$ cat src/inc/led_indicator_defines.vh
`ifndef LED_INDICATOR_DEFINES_VH
`define LED_INDICATOR_DEFINES_VH

// ****************************************
// clock and timing
// ****************************************
`define CLK_HZ 100000000
// half periods and other durations in ms, cycle counts derived from the clock rate
`define HALF_2HZ_MS 250
`define HALF_4HZ_MS 125
`define HALF_1HZ_MS 500
`define FLASH_MS 250
`define FLASH_PERIOD_MS 2500
`define ACT_WINDOW_MS 1000
`define MS_CYCLES (`CLK_HZ / 1000)

// ****************************************
// wishbone register map (byte addresses)
// ****************************************
`define ADDR_CONTROL 8'h00
`define ADDR_STATUS 8'h04
`define ADDR_LAMPS 8'h08

// control register fields
`define CTL_OVERRIDE_BIT 0
`define CTL_LAMP_TEST_BIT 1
`define CTL_RESET_VAL 32'h00000000

// module status word bits
`define MSW_INIT_BIT 0
`define MSW_CYCLIC_BIT 1
`define MSW_EXT_TMO_BIT 2
`define MSW_MON_TMO_BIT 3
`define MSW_WARN_BIT 4
`define MSW_CFG_ERR_BIT 5
`define MSW_WIDTH 6

// lamp pattern codes
`define PAT_OFF 3'h0
`define PAT_ON 3'h1
`define PAT_SLOW 3'h2
`define PAT_FAST 3'h3
`define PAT_BLINK2 3'h4
`define PAT_FLASH1 3'h5
`define PAT_FLASH2 3'h6

`endif

$ cat src/logic/bus_status_led_indicator.v
`timescale 1ns/10ps
`include "led_indicator_defines.vh"

// Summary of operation
// - The module lamp stays dark when the interface module is absent, unpowered, not ready or is only an IO extension.
// - Running cyclic exchange lights the module lamp steady green and sets status bit 1.
// - An initialised module without cyclic exchange blinks green at 2 Hz and sets status bit 0.
// - An external bus timeout gives one 0.25 s red flash every 2.5 s and sets bit 2.
// - A monitor-time, switch, control-word timeout or hardware fault gives two red flashes per 2.5 s and sets bit 3.
// - A chip access failure, bus warning or system error blinks red at 2 Hz and sets bit 4.
// - A configuration error or bus off holds the module lamp steady red and sets bit 5.
// - The system-bus green lamp is dark without process data and blinks at 4 Hz on a bus warning.
// - The green lamp stays steady while at least one telegram arrives in every one-second interval.
// - Service data transfers are never counted as activity for the green lamp.
// - The red error lamp is dark with no error and blinks at 4 Hz on a telegram or bus monitor timeout.
// - The red error lamp blinks at 1 Hz on an external bus timeout or external module fault.
// - The red error lamp is steady while the controller is in bus off.
module bus_status_led_indicator #(
  parameter integer CLK_HZ = `CLK_HZ,
  parameter integer MS_CYC = `MS_CYCLES
) (
  input wire clk_i,
  input wire rst_i,
  // wishbone slave
  input wire cyc_i,
  input wire stb_i,
  input wire we_i,
  input wire [7:0] adr_i,
  input wire [3:0] sel_i,
  input wire [31:0] dat_i,
  output reg [31:0] dat_o,
  output wire ack_o,
  output wire err_o,
  // interface module condition flags (asynchronous pins)
  input wire module_fitted_i,
  input wire module_io_only_i,
  input wire control_voltage_ok_i,
  input wire module_ready_i,
  input wire module_init_i,
  input wire cyclic_exchange_i,
  input wire ext_bus_timeout_i,
  input wire monitor_timeout_i,
  input wire switch_error_i,
  input wire control_word_timeout_i,
  input wire hw_fault_i,
  input wire chip_access_fail_i,
  input wire module_bus_warning_i,
  input wire bus_system_error_i,
  input wire config_error_i,
  input wire module_bus_off_i,
  // system bus controller flags, same clock domain
  input wire pd_telegram_i,
  input wire sdo_telegram_i,
  input wire sysbus_warning_i,
  input wire telegram_timeout_error_i,
  input wire bus_monitor_error_i,
  input wire external_bus_timeout_error_i,
  input wire external_module_fault_error_i,
  input wire sysbus_off_i,
  // lamps
  output reg module_red_o,
  output reg module_green_o,
  output reg sysbus_green_o,
  output reg sysbus_red_o,
  output reg [`MSW_WIDTH-1:0] module_status_word_o
);
  // ****************************************
  // timing constants
  // ****************************************
  localparam integer HALF_2HZ = `HALF_2HZ_MS * MS_CYC;
  localparam integer HALF_4HZ = `HALF_4HZ_MS * MS_CYC;
  localparam integer HALF_1HZ = `HALF_1HZ_MS * MS_CYC;
  localparam integer FLASH_CYC = `FLASH_MS * MS_CYC;
  localparam integer PERIOD_CYC = `FLASH_PERIOD_MS * MS_CYC;
  localparam integer WIN_CYC = `ACT_WINDOW_MS * MS_CYC;
  localparam integer CW = 28;
  localparam integer NSYNC = 16;

  // ****************************************
  // pin synchronisers
  // ****************************************
  // msb first, the decode below depends on this order
  wire [NSYNC-1:0] pins_w = {
    module_fitted_i,
    module_io_only_i,
    control_voltage_ok_i,
    module_ready_i,
    module_init_i,
    cyclic_exchange_i,
    ext_bus_timeout_i,
    monitor_timeout_i,
    switch_error_i,
    control_word_timeout_i,
    hw_fault_i,
    chip_access_fail_i,
    module_bus_warning_i,
    bus_system_error_i,
    config_error_i,
    module_bus_off_i
  };
  reg [NSYNC-1:0] sync1_r;
  reg [NSYNC-1:0] sync2_r;

  always @(posedge clk_i) begin
    if (rst_i) begin
      sync1_r <= {NSYNC{1'b0}};
      sync2_r <= {NSYNC{1'b0}};
    end else begin
      sync1_r <= pins_w;
      sync2_r <= sync1_r;
    end
  end

  // ****************************************
  // condition decode
  // ****************************************
  // several pins share one pattern, so they are merged after the sync;
  // a glitch on one pin can at worst add a single cycle of that pattern
  wire fitted_s = sync2_r[15];
  wire io_only_s = sync2_r[14];
  wire volt_s = sync2_r[13];
  wire ready_s = sync2_r[12];
  wire init_s = sync2_r[11];
  wire cyclic_s = sync2_r[10];
  wire ext_tmo_s = sync2_r[9];
  wire mon_tmo_s = sync2_r[8] | sync2_r[7] | sync2_r[6] | sync2_r[5];
  wire warn_s = sync2_r[4] | sync2_r[3] | sync2_r[2];
  wire cfg_s = sync2_r[1] | sync2_r[0];

  // ****************************************
  // blink sources
  // ****************************************
  wire wave_2hz;
  wire wave_4hz;
  wire wave_1hz;

  blink_divider #(.HALF_CYCLES(HALF_2HZ), .CNT_W(CW)) u_div_2hz (
    .clk_i(clk_i),
    .rst_i(rst_i),
    .wave_o(wave_2hz)
  );

  blink_divider #(.HALF_CYCLES(HALF_4HZ), .CNT_W(CW)) u_div_4hz (
    .clk_i(clk_i),
    .rst_i(rst_i),
    .wave_o(wave_4hz)
  );

  blink_divider #(.HALF_CYCLES(HALF_1HZ), .CNT_W(CW)) u_div_1hz (
    .clk_i(clk_i),
    .rst_i(rst_i),
    .wave_o(wave_1hz)
  );

  // flash frame: lamp lit in slot 0 (and slot 2 for double) of 0.25 s slots
  localparam integer FLASH_CYC2 = 2 * FLASH_CYC;
  localparam integer FLASH_CYC3 = 3 * FLASH_CYC;
  reg [CW-1:0] frame_cnt_r;

  always @(posedge clk_i) begin
    if (rst_i) begin
      frame_cnt_r <= {CW{1'b0}};
    end else if (frame_cnt_r == PERIOD_CYC[CW-1:0] - 1'b1) begin
      frame_cnt_r <= {CW{1'b0}};
    end else begin
      frame_cnt_r <= frame_cnt_r + 1'b1;
    end
  end

  wire flash1 = (frame_cnt_r < FLASH_CYC[CW-1:0]);
  wire flash2 = flash1 |
    ((frame_cnt_r >= FLASH_CYC2[CW-1:0]) && (frame_cnt_r < FLASH_CYC3[CW-1:0]));

  // ****************************************
  // process data activity window
  // ****************************************
  // a telegram in the current or the last completed window keeps the lamp on,
  // so a lamp never drops while the gap stays under one second
  reg [CW-1:0] win_cnt_r;
  reg seen_cur_r;
  reg seen_prev_r;

  always @(posedge clk_i) begin
    if (rst_i) begin
      win_cnt_r <= {CW{1'b0}};
      seen_cur_r <= 1'b0;
      seen_prev_r <= 1'b0;
    end else if (win_cnt_r == WIN_CYC[CW-1:0] - 1'b1) begin
      win_cnt_r <= {CW{1'b0}};
      seen_prev_r <= seen_cur_r | pd_telegram_i;
      seen_cur_r <= 1'b0;
    end else begin
      win_cnt_r <= win_cnt_r + 1'b1;
      if (pd_telegram_i) begin
        seen_cur_r <= 1'b1;
      end
    end
  end

  wire pd_active = seen_cur_r | seen_prev_r;

  // ****************************************
  // registers
  // ****************************************
  reg [31:0] ctl_r;
  reg ack_r;
  wire req_w = cyc_i & stb_i;
  wire hit_w = (adr_i == `ADDR_CONTROL) || (adr_i == `ADDR_STATUS) ||
    (adr_i == `ADDR_LAMPS);
  wire override_w = ctl_r[`CTL_OVERRIDE_BIT];
  wire lamp_test_w = ctl_r[`CTL_LAMP_TEST_BIT];
  integer i;

  // ****************************************
  // module lamp pattern selection
  // ****************************************
  // status bits follow the conditions live, not sticky, so there is no
  // set against clear race for software to resolve
  reg [2:0] mod_pat_nxt;
  reg [`MSW_WIDTH-1:0] msw_nxt;

  always @* begin
    msw_nxt = {`MSW_WIDTH{1'b0}};
    msw_nxt[`MSW_INIT_BIT] = init_s & ~cyclic_s;
    msw_nxt[`MSW_CYCLIC_BIT] = cyclic_s;
    msw_nxt[`MSW_EXT_TMO_BIT] = ext_tmo_s;
    msw_nxt[`MSW_MON_TMO_BIT] = mon_tmo_s;
    msw_nxt[`MSW_WARN_BIT] = warn_s;
    msw_nxt[`MSW_CFG_ERR_BIT] = cfg_s;
    if (!fitted_s || io_only_s || !volt_s || !ready_s) begin
      mod_pat_nxt = `PAT_OFF;
      msw_nxt = {`MSW_WIDTH{1'b0}};
    end else if (cfg_s) begin
      mod_pat_nxt = `PAT_ON;
    end else if (warn_s) begin
      mod_pat_nxt = `PAT_BLINK2;
    end else if (mon_tmo_s) begin
      mod_pat_nxt = `PAT_FLASH2;
    end else if (ext_tmo_s) begin
      mod_pat_nxt = `PAT_FLASH1;
    end else if (cyclic_s) begin
      mod_pat_nxt = `PAT_ON;
    end else if (init_s) begin
      mod_pat_nxt = `PAT_BLINK2;
    end else begin
      mod_pat_nxt = `PAT_OFF;
    end
  end

  wire mod_red_w = cfg_s | warn_s | mon_tmo_s | ext_tmo_s;

  // ****************************************
  // lamp outputs
  // ****************************************
  reg mod_lit;

  always @* begin
    case (mod_pat_nxt)
      `PAT_ON: mod_lit = 1'b1;
      `PAT_BLINK2: mod_lit = wave_2hz;
      `PAT_FLASH1: mod_lit = flash1;
      `PAT_FLASH2: mod_lit = flash2;
      default: mod_lit = 1'b0;
    endcase
  end

  always @(posedge clk_i) begin
    if (rst_i) begin
      module_red_o <= 1'b0;
      module_green_o <= 1'b0;
      sysbus_green_o <= 1'b0;
      sysbus_red_o <= 1'b0;
      module_status_word_o <= {`MSW_WIDTH{1'b0}};
    end else if (lamp_test_w) begin
      // service only: lights both red lamps and the system-bus green lamp regardless of conditions, so a user
      // must clear it before the lamps mean anything again
      module_red_o <= 1'b1;
      module_green_o <= 1'b0;
      sysbus_green_o <= 1'b1;
      sysbus_red_o <= 1'b1;
      module_status_word_o <= msw_nxt;
    end else begin
      module_red_o <= mod_lit & mod_red_w;
      module_green_o <= mod_lit & ~mod_red_w;
      module_status_word_o <= msw_nxt;
      if (sysbus_warning_i) begin
        sysbus_green_o <= wave_4hz;
      end else begin
        sysbus_green_o <= pd_active;
      end
      if (sysbus_off_i) begin
        sysbus_red_o <= 1'b1;
      end else if (external_bus_timeout_error_i | external_module_fault_error_i) begin
        sysbus_red_o <= wave_1hz;
      end else if (telegram_timeout_error_i | bus_monitor_error_i) begin
        sysbus_red_o <= wave_4hz;
      end else begin
        sysbus_red_o <= 1'b0;
      end
      if (override_w) begin
        module_red_o <= 1'b0;
        module_green_o <= 1'b0;
        sysbus_green_o <= 1'b0;
        sysbus_red_o <= 1'b0;
      end
    end
  end

  // ****************************************
  // wishbone slave
  // ****************************************
  always @(posedge clk_i) begin
    if (rst_i) begin
      ctl_r <= `CTL_RESET_VAL;
      ack_r <= 1'b0;
      dat_o <= 32'h00000000;
    end else begin
      // one wait state: ack for a single cycle, then low for one cycle, so a
      // request that is held is taken again on every second cycle
      ack_r <= req_w & ~ack_r;
      if (req_w && !ack_r && hit_w) begin
        if (we_i && adr_i == `ADDR_CONTROL) begin
          for (i = 0; i < 4; i = i + 1) begin
            if (sel_i[i]) begin
              ctl_r[i*8 +: 8] <= dat_i[i*8 +: 8];
            end
          end
        end
        if (adr_i == `ADDR_CONTROL) begin
          dat_o <= ctl_r;
        end else if (adr_i == `ADDR_STATUS) begin
          dat_o <= {26'h0, module_status_word_o};
        end else begin
          dat_o <= {28'h0000000, module_red_o, module_green_o, sysbus_green_o,
            sysbus_red_o};
        end
      end
    end
  end

  assign ack_o = ack_r & hit_w & req_w;
  assign err_o = ack_r & ~hit_w & req_w;
endmodule // bus_status_led_indicator

$ cat src/logic/blink_divider.v
`timescale 1ns/10ps
`include "led_indicator_defines.vh"

// square wave toggling every HALF_CYCLES clocks, phase restarts on reset
module blink_divider #(
  parameter integer HALF_CYCLES = 25000000,
  parameter integer CNT_W = 28
) (
  input wire clk_i,
  input wire rst_i,
  output wire wave_o
);
  reg [CNT_W-1:0] cnt_r;
  reg wave_r;

  always @(posedge clk_i) begin
    if (rst_i) begin
      cnt_r <= {CNT_W{1'b0}};
      wave_r <= 1'b1;
    end else if (cnt_r == HALF_CYCLES[CNT_W-1:0] - 1'b1) begin
      cnt_r <= {CNT_W{1'b0}};
      wave_r <= ~wave_r;
    end else begin
      cnt_r <= cnt_r + 1'b1;
    end
  end

  assign wave_o = wave_r;
endmodule // blink_divider

$ cat config.mk
export PLATFORM = sky130hd
export DESIGN_NAME = bus_status_led_indicator
export DESIGN_NICKNAME = d
export VERILOG_FILES = /design/src/logic/bus_status_led_indicator.v /design/src/logic/blink_divider.v
export VERILOG_INCLUDE_DIRS = /design/src /design/src/inc
export SDC_FILE = /design/constraint.sdc
export NUM_CORES = 1
export LEC_CHECK = 0
export ABC_AREA = 1
export BUFFER_PORTS_ARGS = -buffer_cell sky130_fd_sc_hd__buf_2
export CAP_MARGIN = 20
export CORE_MARGIN = 2
export CORE_UTILIZATION = 42
export CTS_CLUSTER_DIAMETER = 30
export DETAILED_ROUTE_END_ITERATION = 10
export PLACE_DENSITY = 0.57
export SYNTH_ARGS = -nofsm -noshare
export SYNTH_HDL_FRONTEND = slang
export SYNTH_HIERARCHICAL = 1
export SYNTH_SLANG_ARGS = --single-unit
export TNS_END_PERCENT = 50
$ cat constraint.sdc
create_clock -name clk_i -period 5 [get_ports clk_i]
set_input_delay 1 -clock clk_i [delete_from_list [all_inputs] [get_ports clk_i]]
set_output_delay 1 -clock clk_i [all_outputs]
set_load 0.02 [all_outputs]
==> out/metrics.sh, run 1 <==
TOTAL_LEAKAGE_POWER_nW=6.05
PLACE.GP.CONGESTION=0.856
SYNTH_NETS=1823
YS_WARN_COUNT=6
GRT_MAX_DEGREE=70
NUMBER_OF_BUFFER_AND_INVERTER_STAGES_ON_THE_CRITICAL_PATH=3
CLOCK_SINKS=252
SYNTH_SEQ_AREA_SHARE_PCT=42.1
SYNTHESIS.AREA_SQ_UM=12000
DRIVE_ABOVE_1_SHARE_PCT=15.6
SETUP.WORST_PATH.CLASS='input port to output pin'
FINAL_MIN_PERIOD_OVER_CLOCK_PERIOD_PCT=60.4
DETAIL_ROUTE.FIRST_PASS.ITERATIONS=5
GRT_SETUP_UNREPAIRED='false'
CP.ARRIVAL_PS=2020
POST_CTS.REPAIR.SETUP_BUFFERS=0
BUFFER_CELL_DRIVING_THE_CLOCK_TREE_ROOT='clkbuf_16'
TYPE_OF_THE_MOST_CRITICAL_HOLD_PATH='flop to flop'
MAX-CLOCK-PATH-BUFFERS=3
PIN_COUNT=117
REG2REGPATHDEPTH=12
INSERTEDDIODECOUNT=0
TIMING.HOLD.WORST.START='sync1_r[5]'
PORT_BUF_INSERTS=115
FLOORPLAN.DIE.WIDTH_MICRONS=173
MAX_SLEW_MARGIN_PCT=45.2
SETUP.WORST_PATH.END_CLASS='output pin'
GRT_OVERFLOW_TOTAL=0
TOTALNEGATIVESETUPSLACK_PS=0
AREA_GROWTH_SYN_TO_LAYOUT_PCT=25.8
WORST-R2R-SETUP-SLACK_PS=2190
CPLARGESTDELAYFAMILY='simple AND/OR/NAND/NOR gates'
GRT_PASS1_WL_MICRONS=50100
CTS_MAX_LEVEL=2
FINCLKSKEW_PS=15.8
FIN_WS_PS=1980
TIGHTESTPINTRANSITION_PS=820
DRT_WL_TOTAL_MICRONS=29400
SYNTH_EDF_COUNT=0
POST-ROUTE-DRC-COUNT=0
CRIT-REG2REG-CAPTURE='win_cnt_r[18]'
POST_SYNTH_MAIN_AREA_CONTRIBUTORS='dfxtp_1 (42%), nand2_1 (12%), nor2_1 (12%), inv_1 (6.7%), nand3_1 (4.8%)'
FRACTION_OF_THE_CORE_AREA_COVERED_BY_CELLS_AT_THE_END_OF_THE_FLOW_PCT=54.0
ROUTE.DETAILED.WL_PER_INST_MICRONS=12.7
DRV.MAX_CAP_VIOLATION_COUNT=0
TOTAL_DIE_AREA_SQ_UM=29900
MOSTFREQUENTLAYOUTCELLS='nand2_1 (373), nor2_1 (369), dfxtp_1 (252)'
TIMING_MAX_TRANSITION_VIOLATIONS_FINAL=0
CRITICAL_PATH.STARTPOINT_TYPE='input port'
WORST-PATH-MAX-FANOUT=9
MULTI_INPUT_AREA_SQ_UM=5860
YOSYS.AREA.TOP_TYPE='dfxtp_1'
CTS_INSERTED_BUFFERS=60
WHS_ENDPOINT='sync2_r[5]'
SEQUENTIAL_CELL_AREA_SQ_UM=5040
SETUP_VIOL=0
SYN-INSTANCE-COUNT=1744
CLKLATENCYLATEPIN_PS=560
CRIT_PATH_FREQUENT_CELL='buf_2'
PRE_CTS_SLACK_PS=1430
YOSYS.AREA.TOP_TYPE_SHARE_PCT=42.1
SYNTH.LIB_CELLS_USED.DISTINCT=48
YS_SEQ_ELEMENTS=252
CRITPATHREQUIREDTIME_PS=4000
POSTCTSRESIZEDCELLS=0
POST-DP-HPWL_MICRONS=21000
WORSTREG2REGSTART='win_cnt_r[0]'
DETAILEDROUTE.FIRSTITERATIONVIOLATIONS=550
WORSTPATHCELLLIST='buf_2 > or2_4 > nor2_4 > nand3_4 > o21ai_4 > inv_1 > nor2_1 > buf_2'
OUTCOME='complete, no violations'
TIMING.FINAL.CRIT_PERIOD_PS=3020
VIA_COUNT=11100
CTS.REPORTEDPATHS.CLKPINSLEW_PS=50
NUMBER_OF_GLOBAL_ROUTE_VIAS_BEFORE_REPAIR=10600
DESIGN.FINAL.NETS=1970
HOLDPATHSTAGES=2
SYN_AVG_CELL_AREA_SQ_UM=6.87
DIE-HEIGHT_MICRONS=173
GRT_ANTENNA_BEFORE_REPAIR=0
HOLD_BUFFER_COUNT_AT_CTS=0
CTS_TREE='yes'
PLACEMENTROWS=61
INITIAL_UTILIZATION_PCT=42.9
DRT.ANTENNA.VIOLATING_NETS=0
N_FILL_CELL=2836
MAX_FREQ_GHz=0.331
CRITICAL-PATH-SLOWEST-CELL='or2_4'
POSTSYNTH.ASYNCRESETSHARE_PCT=0
OVERALL_ROUTING_RESOURCE_USAGE_PCT=19.7
POWER.TOTAL_mW=6.43
FINALHOLDVIOLATIONS=0
WORST_IR_DROP_VDD_mV=0.255
CRITICAL-PATH-MAX-STAGE-DELAY_PS=250
POWER_PER_CELL_AREA_nW_PER_UM2=426
FLOORPLAN.CORE_AREA_SQ_UM=27900
SYNTH-MAIN-FF-CELL='dfxtp_1'
DRT_VIA_DENSITY=4.80
MOSTFREQUENTLAYOUTCELL='nand2_1'
==> power breakdown <==
group | switching (mW) | total, mW | internal (mW)
clock | 1.17 | 4.24 | 3.06
combinational | 0.0864 | 0.136 | 0.0499
sequential | 0.0134 | 2.05 | 2.04
total | 1.27 | 6.43 | 5.15
==> registers in the layout (all words and copies together), names as in the netlist, 6 cells and up <==
signal	cells
sync1_r	16
dat_o	32
module_status_word_o	6
frame_cnt_r	28
ctl_r	32
u_div_2hz/cnt_r	28
u_div_4hz/cnt_r	28
u_div_1hz/cnt_r	28
win_cnt_r	28
sync2_r	16
==> worst max-delay path by stage <==
stage | startpoint | end | slack (ps) | cells past startpoint
CTS | adr_i[1] | ack_o | 1960 | 8
floorplan | adr_i[1] | ack_o | 2090 | 6
global placement | adr_i[3] | ctl_r[25] | 1430 | 12
detailed placement | adr_i[3] | ctl_r[27] | 1430 | 12
finish | adr_i[1] | ack_o | 1980 | 8
global route | adr_i[3] | ctl_r[31] | 1720 | 12
==> cell families (layout without fill, tap and decap cells) <==
kind of cell | count (synthesis) | after routing | synth area share, %
flip-flops | 252 | 252 | 42.1
buffers and inverters | 257 | 452 | 9.00
adder cells (fa/ha/maj) | 6 | 6 | 0.626
AND/OR/NAND/NOR | 1009 | 1009 | 37.1
XOR/XNOR | 47 | 47 | 3.43
AO/OA/AOI/OAI | 173 | 173 | 7.71
==> final cells by class <==
type	count	area share, %
timing repair buffer	118	3.97
sequential	252	33.4
tap	378	3.14
inverter	224	5.62
clock inverter	29	3.19
clock buffer	81	11.7
multi-input combinational	1235	38.9
==> worst min-delay path: stages, from the launching register on <==
cell and delay [ps]:
dfxtp_1 290, inv_1 40, nor2_1 30
==> synth_stat cells (2+ instances only) <==
cell / instances
a211oi_1: 2
a21oi_1: 87
a31oi_1: 3
and2_1: 3
buf_12: 2
buf_2: 5
buf_6: 6
buf_8: 2
clkbuf_1: 18
clkinv_2: 6
dfxtp_1: 252
ha_1: 6
inv_1: 215
inv_2: 3
nand2_1: 373
nand2_2: 8
nand2_4: 3
nand3_1: 116
nand3_2: 3
nand3_4: 5
nand3b_1: 7
nand4_1: 34
nand4_2: 2
nor2_1: 369
nor2_2: 31
nor2_4: 4
nor3_1: 22
nor3_2: 2
nor3b_1: 5
nor4_1: 11
o211ai_1: 4
o21ai_0: 64
o21bai_1: 4
o31ai_1: 3
or2_2: 6
xnor2_1: 14
xor2_1: 33
==> metal layers <==
| metal | global-route usage [%] | vias to the layer above | wire length, microns | part of all wire [%] |
|---|---|---|---|---|
| met3 | 3.87 | 60 | 1490 | 5.1 |
| met5 | 0 | - | 0 | 0 |
| met1 | 25.8 | 4977 | 13800 | 47 |
| li1 | - | 5837 | - | - |
| met2 | 32.0 | 241 | 13300 | 45 |
| met4 | 7.66 | 0 | 847 | 2.9 |
==> per-stage QoR <==
step,hold slack [ps],instance area (sq um),cells
3_3_place_gp,391,12800,2207
5_1_grt,416,15100,2317
2_1_floorplan,388,12000,1744
4_1_cts,401,15100,2317
6_report,399,15100,2317
3_5_place_dp,393,12800,2207
Note: power is estimated with default switching activity, not from simulation.
==> run 2, diff against run 1 <==
--- a/config.mk
+++ b/config.mk
@@ -13,7 +13,7 @@
 export CORE_UTILIZATION = 42
 export CTS_CLUSTER_DIAMETER = 30
 export DETAILED_ROUTE_END_ITERATION = 10
-export PLACE_DENSITY = 0.57
+export PLACE_DENSITY = 0.59
 export SYNTH_ARGS = -nofsm -noshare
 export SYNTH_HDL_FRONTEND = slang
 export SYNTH_HIERARCHICAL = 1
==> constraint.sdc (replaced) <==
create_clock -name clk_i -period 2.75 [get_ports clk_i]
set_input_delay 0.55 -clock clk_i [delete_from_list [all_inputs] [get_ports clk_i]]
set_output_delay 0.55 -clock clk_i [all_outputs]
set_load 0.02 [all_outputs]
==> out/metrics.sh, run 2 (synthesized netlist as in run 1, its figures left out) <==
FLOORPLAN.CORE_AREA_SQ_UM=27900
TIMING_MAX_TRANSITION_VIOLATIONS_FINAL=0
PLACEMENTROWS=61
OUTCOME='complete, no violations'
CRITICAL-PATH-SLOWEST-CELL='dfxtp_1'
FIN_AREA_SQ_UM=15100
GRT_OVERFLOW_TOTAL=0
POST_CTS.REPAIR.SETUP_BUFFERS=0
INITIAL_UTILIZATION_PCT=42.9
MET3WIRELENGTH_MICRONS=1330
CLKLATENCYLATEPIN_PS=560
INSERTEDDIODECOUNT=0
PLACE.GP.CONGESTION=0.862
CTS_TREE='yes'
MULTI_INPUT_AREA_SQ_UM=5860
FINCLKSKEW_PS=20.1
SETUP.WORST_PATH.CLASS='flop to flop'
DRIVE_ABOVE_1_SHARE_PCT=16.1
POSTCTSRESIZEDCELLS=0
DRT_WL_TOTAL_MICRONS=29500
SETUP.WORST_PATH.END_CLASS='flop'
FINALHOLDVIOLATIONS=0
PRE_CTS_SLACK_PS=423
TIMING.FINAL.CRIT_PERIOD_PS=2340
TIMING.HOLD.WORST.START='bus_system_error_i'
N_FILL_CELL=2760
CTS_INSERTED_BUFFERS=61
TIGHTESTPINTRANSITION_PS=490
HOLD_BUFFER_COUNT_AT_CTS=0
CP.ARRIVAL_PS=2790
DETAIL_ROUTE.FIRST_PASS.ITERATIONS=5
CTS.REPORTEDPATHS.CLKPINSLEW_PS=50
MOSTFREQUENTLAYOUTCELL='nand2_1'
WORST_SETUP_PATH_STARTPOINT='win_cnt_r[0]'
FINAL_MIN_PERIOD_OVER_CLOCK_PERIOD_PCT=85.2
FIN_WS_PS=406
CRITICAL_PATH.STARTPOINT_TYPE='flop'
DRT_VIA_DENSITY=4.75
TYPE_OF_THE_MOST_CRITICAL_HOLD_PATH='input port to flop'
MAX_FREQ_GHz=0.427
WL_MET2_MICRONS=13500
DPL-INSTANCE-AREA_SQ_UM=12900
NUMBER_OF_GLOBAL_ROUTE_VIAS_BEFORE_REPAIR=10700
WORST_IR_DROP_VDD_mV=0.580
CRITPATHREQUIREDTIME_PS=3200
MAX_SLEW_MARGIN_PCT=67.2
VIA_COUNT=11100
WORSTREG2REGSTART='win_cnt_r[0]'
OVERALL_ROUTING_RESOURCE_USAGE_PCT=19.7
WORSTPATHCELLLIST='ha_1 > nand2_1 > inv_1 > nand2_1 > inv_1 > nand3_1 > nor4_1 > nand2_1 > nand2_1 > inv_1 > o21ai_1 > a21oi_1'
POWER_PER_CELL_AREA_nW_PER_UM2=773
TIMING.HOLD.WS_PS=187
CTS_MAX_LEVEL=2
DESIGN.FINAL.NETS=1977
SEQUENTIAL_CELL_AREA_SQ_UM=5040
ROUTE.DETAILED.WL_PER_INST_MICRONS=12.7
TOTAL_DIE_AREA_SQ_UM=29900
PORT_BUF_INSERTS=115
LARGEST_REGISTERS='ctl_r (32), dat_o (32)'
POST_PLACE_CELLS=2213
AREA_GROWTH_SYN_TO_LAYOUT_PCT=26.2
DIE-HEIGHT_MICRONS=173
SETUP_VIOL=0
WORST-PATH-MAX-FANOUT=8
GRT_MAX_DEGREE=40
POST-ROUTE-DRC-COUNT=0
GRT_SETUP_UNREPAIRED='false'
DETAILEDROUTE.FIRSTITERATIONVIOLATIONS=620
FINAL-INSTANCE-COUNT-EXCL-FILL=2328
TOTAL_LEAKAGE_POWER_nW=6.06
CRITICAL-PATH-MAX-STAGE-DELAY_PS=350
FLOORPLAN.DIE.WIDTH_MICRONS=173
DRT.ANTENNA.VIOLATING_NETS=0
TOTALNEGATIVESETUPSLACK_PS=0
PIN_COUNT=117
TOP_LAYER_USED='met4'
CRIT_PATH_FREQUENT_CELL='nand2_1'
MOSTFREQUENTLAYOUTCELLS='nand2_1 (373), nor2_1 (369), dfxtp_1 (252)'
POST-DP-HPWL_MICRONS=21300
DRV.MAX_CAP_VIOLATION_COUNT=0
GRT_ANTENNA_BEFORE_REPAIR=0
CLOCK_SINKS=252
BUFFER_CELL_DRIVING_THE_CLOCK_TREE_ROOT='clkbuf_16'
WL_MET1_MICRONS=14100
MAX-CLOCK-PATH-BUFFERS=3
GRT_PASS1_WL_MICRONS=49900
run 2: cell count changes in the layout (fill, tap and decap cells not counted), sizes merged:
cell / before / now
clkinv: 13 / 22
clkbuf: 81 / 72
clkinvlp: 7 / 11
buf: 118 / 124
bufinv: 12 / 13
run 2: power by group:
group          internal [mW]  switching (mW)  total, mW
clock network           5.48            2.23       7.70
registers               3.71          0.0245       3.73
logic                 0.0932           0.157      0.250
total                   9.28            2.41       11.7
run 2: final timing paths:
path              slack, ps       endpoint  depth (start not counted)
hold reg to reg         390     sync2_r[0]                          2
setup / recovery        410  win_cnt_r[25]                         12
hold / removal          190     sync1_r[2]                          3
setup reg to reg        410  win_cnt_r[25]                         12
run 2: critical path, delay by kind of cell, from the launching register on:
family | cells | cell delay (ps)
flip-flops | 1 | 350
AO/OA/AOI/OAI | 2 | 180
adder cells (fa/ha/maj) | 1 | 170
buffers and inverters | 3 | 390
AND/OR/NAND/NOR | 6 | 1130
run 2: final cells by class:
cell class                      instances  area share (%)
Sequential cell                       252            33.3
Tap cell                              378            3.13
Inverter                              224            5.61
Multi-Input combinational cell       1235            38.8
Clock buffer                           72            10.9
Timing Repair Buffer                  124            4.25
Clock inverter                         43            4.00
run 2: through the flow:
stage | utilization [%] | total power [mW]
3_3_place_gp | 46.1 | 4.05
4_1_cts | 54.2 | 11.8
5_1_grt | 54.2 | 12.1
3_5_place_dp | 46.1 | 4.05
2_1_floorplan | - | 3.96
6_report | 54.2 | 11.7
run 2: metal layers:
layer / vias up / global-route usage [%]
met2: 230 / 33.0
met1: 4928 / 25.7
met4: 0 / 6.25
li1: 5848 / -
met3: 50 / 3.47
met5: - / 0
==> run 3, diff against run 2 <==
--- a/config.mk
+++ b/config.mk
@@ -8,14 +8,14 @@
 export LEC_CHECK = 0
 export ABC_AREA = 1
 export BUFFER_PORTS_ARGS = -buffer_cell sky130_fd_sc_hd__buf_2
-export CAP_MARGIN = 20
+export CAP_MARGIN = 40
 export CORE_MARGIN = 2
 export CORE_UTILIZATION = 42
+export CTS_BUF_LIST = sky130_fd_sc_hd__clkbuf_2 sky130_fd_sc_hd__clkbuf_4 sky130_fd_sc_hd__clkbuf_8
 export CTS_CLUSTER_DIAMETER = 30
 export DETAILED_ROUTE_END_ITERATION = 10
 export PLACE_DENSITY = 0.59
 export SYNTH_ARGS = -nofsm -noshare
 export SYNTH_HDL_FRONTEND = slang
-export SYNTH_HIERARCHICAL = 1
 export SYNTH_SLANG_ARGS = --single-unit
 export TNS_END_PERCENT = 50
==> out/metrics.sh, run 3 <==
WORST-PATH-MAX-FANOUT=9
CLOCK_SINKS=252
CTS_TREE='yes'
TYPE_OF_THE_MOST_CRITICAL_HOLD_PATH='input port to flop'
YS_SEQ_ELEMENTS=252
GRT_OVERFLOW_TOTAL=0
POSTCTSRESIZEDCELLS=0
SETUP.WORST_PATH.END_CLASS='output pin'
POWER_PER_CELL_AREA_nW_PER_UM2=681
SYN_AVG_CELL_AREA_SQ_UM=7.33
CLKLATENCYLATEPIN_PS=580
CPLARGESTDELAYFAMILY='simple AND/OR/NAND/NOR gates'
WORSTPATHCELLLIST='buf_2 > or2_1 > nor2_2 > nand3_2 > o21ai_2 > nand2_1 > nor2_1 > buf_2'
CTS_INSERTED_BUFFERS=58
MAX-CLOCK-PATH-BUFFERS=3
BUFFER_CELL_DRIVING_THE_CLOCK_TREE_ROOT='clkbuf_8'
CRITICAL-PATH-MAX-STAGE-DELAY_PS=250
SYNTH_SEQ_AREA_SHARE_PCT=44.7
PLACEMENTROWS=60
DESIGN.FINAL.NETS=1766
MOSTFREQUENTLAYOUTCELLS='nand2_1 (256), nor2_1 (255), dfxtp_1 (252)'
POWER.TOTAL_mW=9.33
SEQUENTIAL_CELL_AREA_SQ_UM=5040
PIN_COUNT=117
FINALHOLDVIOLATIONS=0
DRT_WL_TOTAL_MICRONS=25900
POST-DP-HPWL_MICRONS=18600
REG2REGPATHDEPTH=9
POSTSYNTH.ASYNCRESETSHARE_PCT=0
CRITICAL-PATH-SLOWEST-CELL='or2_1'
DRIVE_ABOVE_1_SHARE_PCT=18.4
AREA_GROWTH_SYN_TO_LAYOUT_PCT=21.4
CTS.REPORTEDPATHS.CLKPINSLEW_PS=60
VIA_COUNT=9964
FLOORPLAN.CORE_AREA_SQ_UM=26700
DRV.MAX_CAP_VIOLATION_COUNT=0
TOTALNEGATIVESETUPSLACK_PS=0
HOLD_BUFFER_COUNT_AT_CTS=0
INITIAL_UTILIZATION_PCT=42.4
CRIT_PATH_FREQUENT_CELL='buf_2'
MULTI_INPUT_AREA_SQ_UM=5270
INSERTEDDIODECOUNT=0
NUMBER_OF_BUFFER_AND_INVERTER_STAGES_ON_THE_CRITICAL_PATH=2
DRT_VIA_DENSITY=4.80
LARGEST_REGISTERS='ctl_r (32), dat_o (32)'
CRITICAL_PATH.STARTPOINT_TYPE='input port'
MAX_FREQ_GHz=0.432
SYNTH_NETS=1618
DIE-HEIGHT_MICRONS=168
POST_SYNTH_MAIN_AREA_CONTRIBUTORS='dfxtp_1 (45%), nand2_1 (8.5%), nor2_1 (8.5%), inv_1 (6.4%), a21oi_1 (3.8%)'
CRITPATHREQUIREDTIME_PS=2200
SETUP_VIOL=0
TOTAL_DIE_AREA_SQ_UM=28200
SYNTH-MAIN-FF-CELL='dfxtp_1'
FRACTION_OF_THE_CORE_AREA_COVERED_BY_CELLS_AT_THE_END_OF_THE_FLOW_PCT=51.4
TIGHTESTPINTRANSITION_PS=825
WORST_IR_DROP_VDD_mV=0.392
SYNTH_EDF_COUNT=0
TIMING_MAX_TRANSITION_VIOLATIONS_FINAL=0
CTS_MAX_LEVEL=2
SYNTH.MOST_COMMON_CELL='nand2_1'
PRE_CTS_SLACK_PS=193
FIN_WS_PS=437
TIMING.HOLD.WS_PS=164
SYNTH.LIB_CELLS_USED.DISTINCT=51
HOLDPATHSTAGES=3
GRT_SETUP_UNREPAIRED='false'
DRT.ANTENNA.VIOLATING_NETS=0
OUTCOME='complete, no violations'
SYNTH_COMMON_CELLS='nand2_1 (256), nor2_1 (255), dfxtp_1 (252), inv_1 (193), a21oi_1 (85)'
PORT_BUF_INSERTS=115
DETAIL_ROUTE.FIRST_PASS.ITERATIONS=5
PLACE.GP.CONGESTION=0.889
ROUTE.DETAILED.WL_PER_INST_MICRONS=12.5
MOSTFREQUENTLAYOUTCELL='nand2_1'
YOSYS.AREA.TOP_TYPE_SHARE_PCT=44.7
GRT_MAX_DEGREE=64
SETUP.WORST_PATH.CLASS='input port to output pin'
TIMING.FINAL.CRIT_PERIOD_PS=2310
MAX_SLEW_MARGIN_PCT=44.6
FINAL_MIN_PERIOD_OVER_CLOCK_PERIOD_PCT=84.1
POST-ROUTE-DRC-COUNT=0
POST_CTS.REPAIR.SETUP_BUFFERS=0
YOSYS.AREA.TOP_TYPE='dfxtp_1'
SYNTHESIS.AREA_SQ_UM=11300
SYN-INSTANCE-COUNT=1539
YS_WARN_COUNT=0
NUMBER_OF_GLOBAL_ROUTE_VIAS_BEFORE_REPAIR=9314
N_FILL_CELL=2688
FINCLKSKEW_PS=29.4
FLOORPLAN.DIE.WIDTH_MICRONS=168
TOTAL_LEAKAGE_POWER_nW=5.37
OVERALL_ROUTING_RESOURCE_USAGE_PCT=18.4
CP_NUM_CELLS=8
GRT_PASS1_WL_MICRONS=43600
GRT_ANTENNA_BEFORE_REPAIR=0
DETAILEDROUTE.FIRSTITERATIONVIOLATIONS=542
CP.ARRIVAL_PS=1760
-- run 3: changes by cell type after synthesis, moves of 7 or more --
cell and change:
nor2_1 -114, or2_2 +19, nor4_1 +10, o21ai_0 -19, inv_1 -22, o21ai_1 +11, nand2_1 -117, nor3b_1 +29
nor3_1 +45, nand3_1 -35, nand4_1 +7, nor2_2 -13, a21oi_2 +8
-- run 3: cells by family after synthesis --
family | count (synthesis) | synth area share (%)
compound gates | 173 | 8.65
buf+inv | 242 | 8.66
xor+xnor | 36 | 2.79
fa+ha+maj | 6 | 0.665
flops | 252 | 44.7
simple gates | 830 | 34.5
-- run 3: per-stage QoR --
stage	instances	cell area (sq um)
2_1_floorplan	1539	11300
3_3_place_gp	1968	12200
3_5_place_dp	1968	12200
4_1_cts	2074	13700
5_1_grt	2074	13700
6_report	2074	13700
-- run 3: power by group --
group	internal (mW)	switching (mW)	total [mW]
Combinational	0.0920	0.149	0.241
Clock	3.59	1.78	5.37
Sequential	3.70	0.0214	3.72
-- run 3: worst paths after layout --
| path | start | to | slack, ps |
|---|---|---|---|
| max | adr_i[1] | ack_o | 440 |
| min | config_error_i | sync1_r[1] | 160 |
| max reg2reg | u_div_2hz.cnt_r[0] | u_div_2hz.cnt_r[9] | 550 |
| min reg2reg | sync1_r[5] | sync2_r[5] | 380 |
-- run 3: area by class of cell --
class,instances,area share [%]
clock inverters,31,3.57
well taps,341,3.11
multi-input cells,1045,38.4
flip-flops and latches,252,36.8
repair buffers,126,4.98
inverters,204,5.62
clock buffers,75,7.49
-- run 3: layer usage --
| layer | share of wire, % | track usage, % | routed length (microns) | vias to the layer above |
|---|---|---|---|---|
| li1 | - | - | - | 5294 |
| met1 | 48 | 24.2 | 12500 | 4446 |
| met2 | 45 | 29.8 | 11700 | 172 |
| met3 | 3.9 | 3.48 | 1010 | 52 |
| met4 | 2.8 | 7.45 | 732 | 0 |
| met5 | 0 | 0 | 0 | - |
-- run 3: worst min-delay path: stages --
cell and delay (ps):
buf_2 70, inv_1 30, nor2_1 60
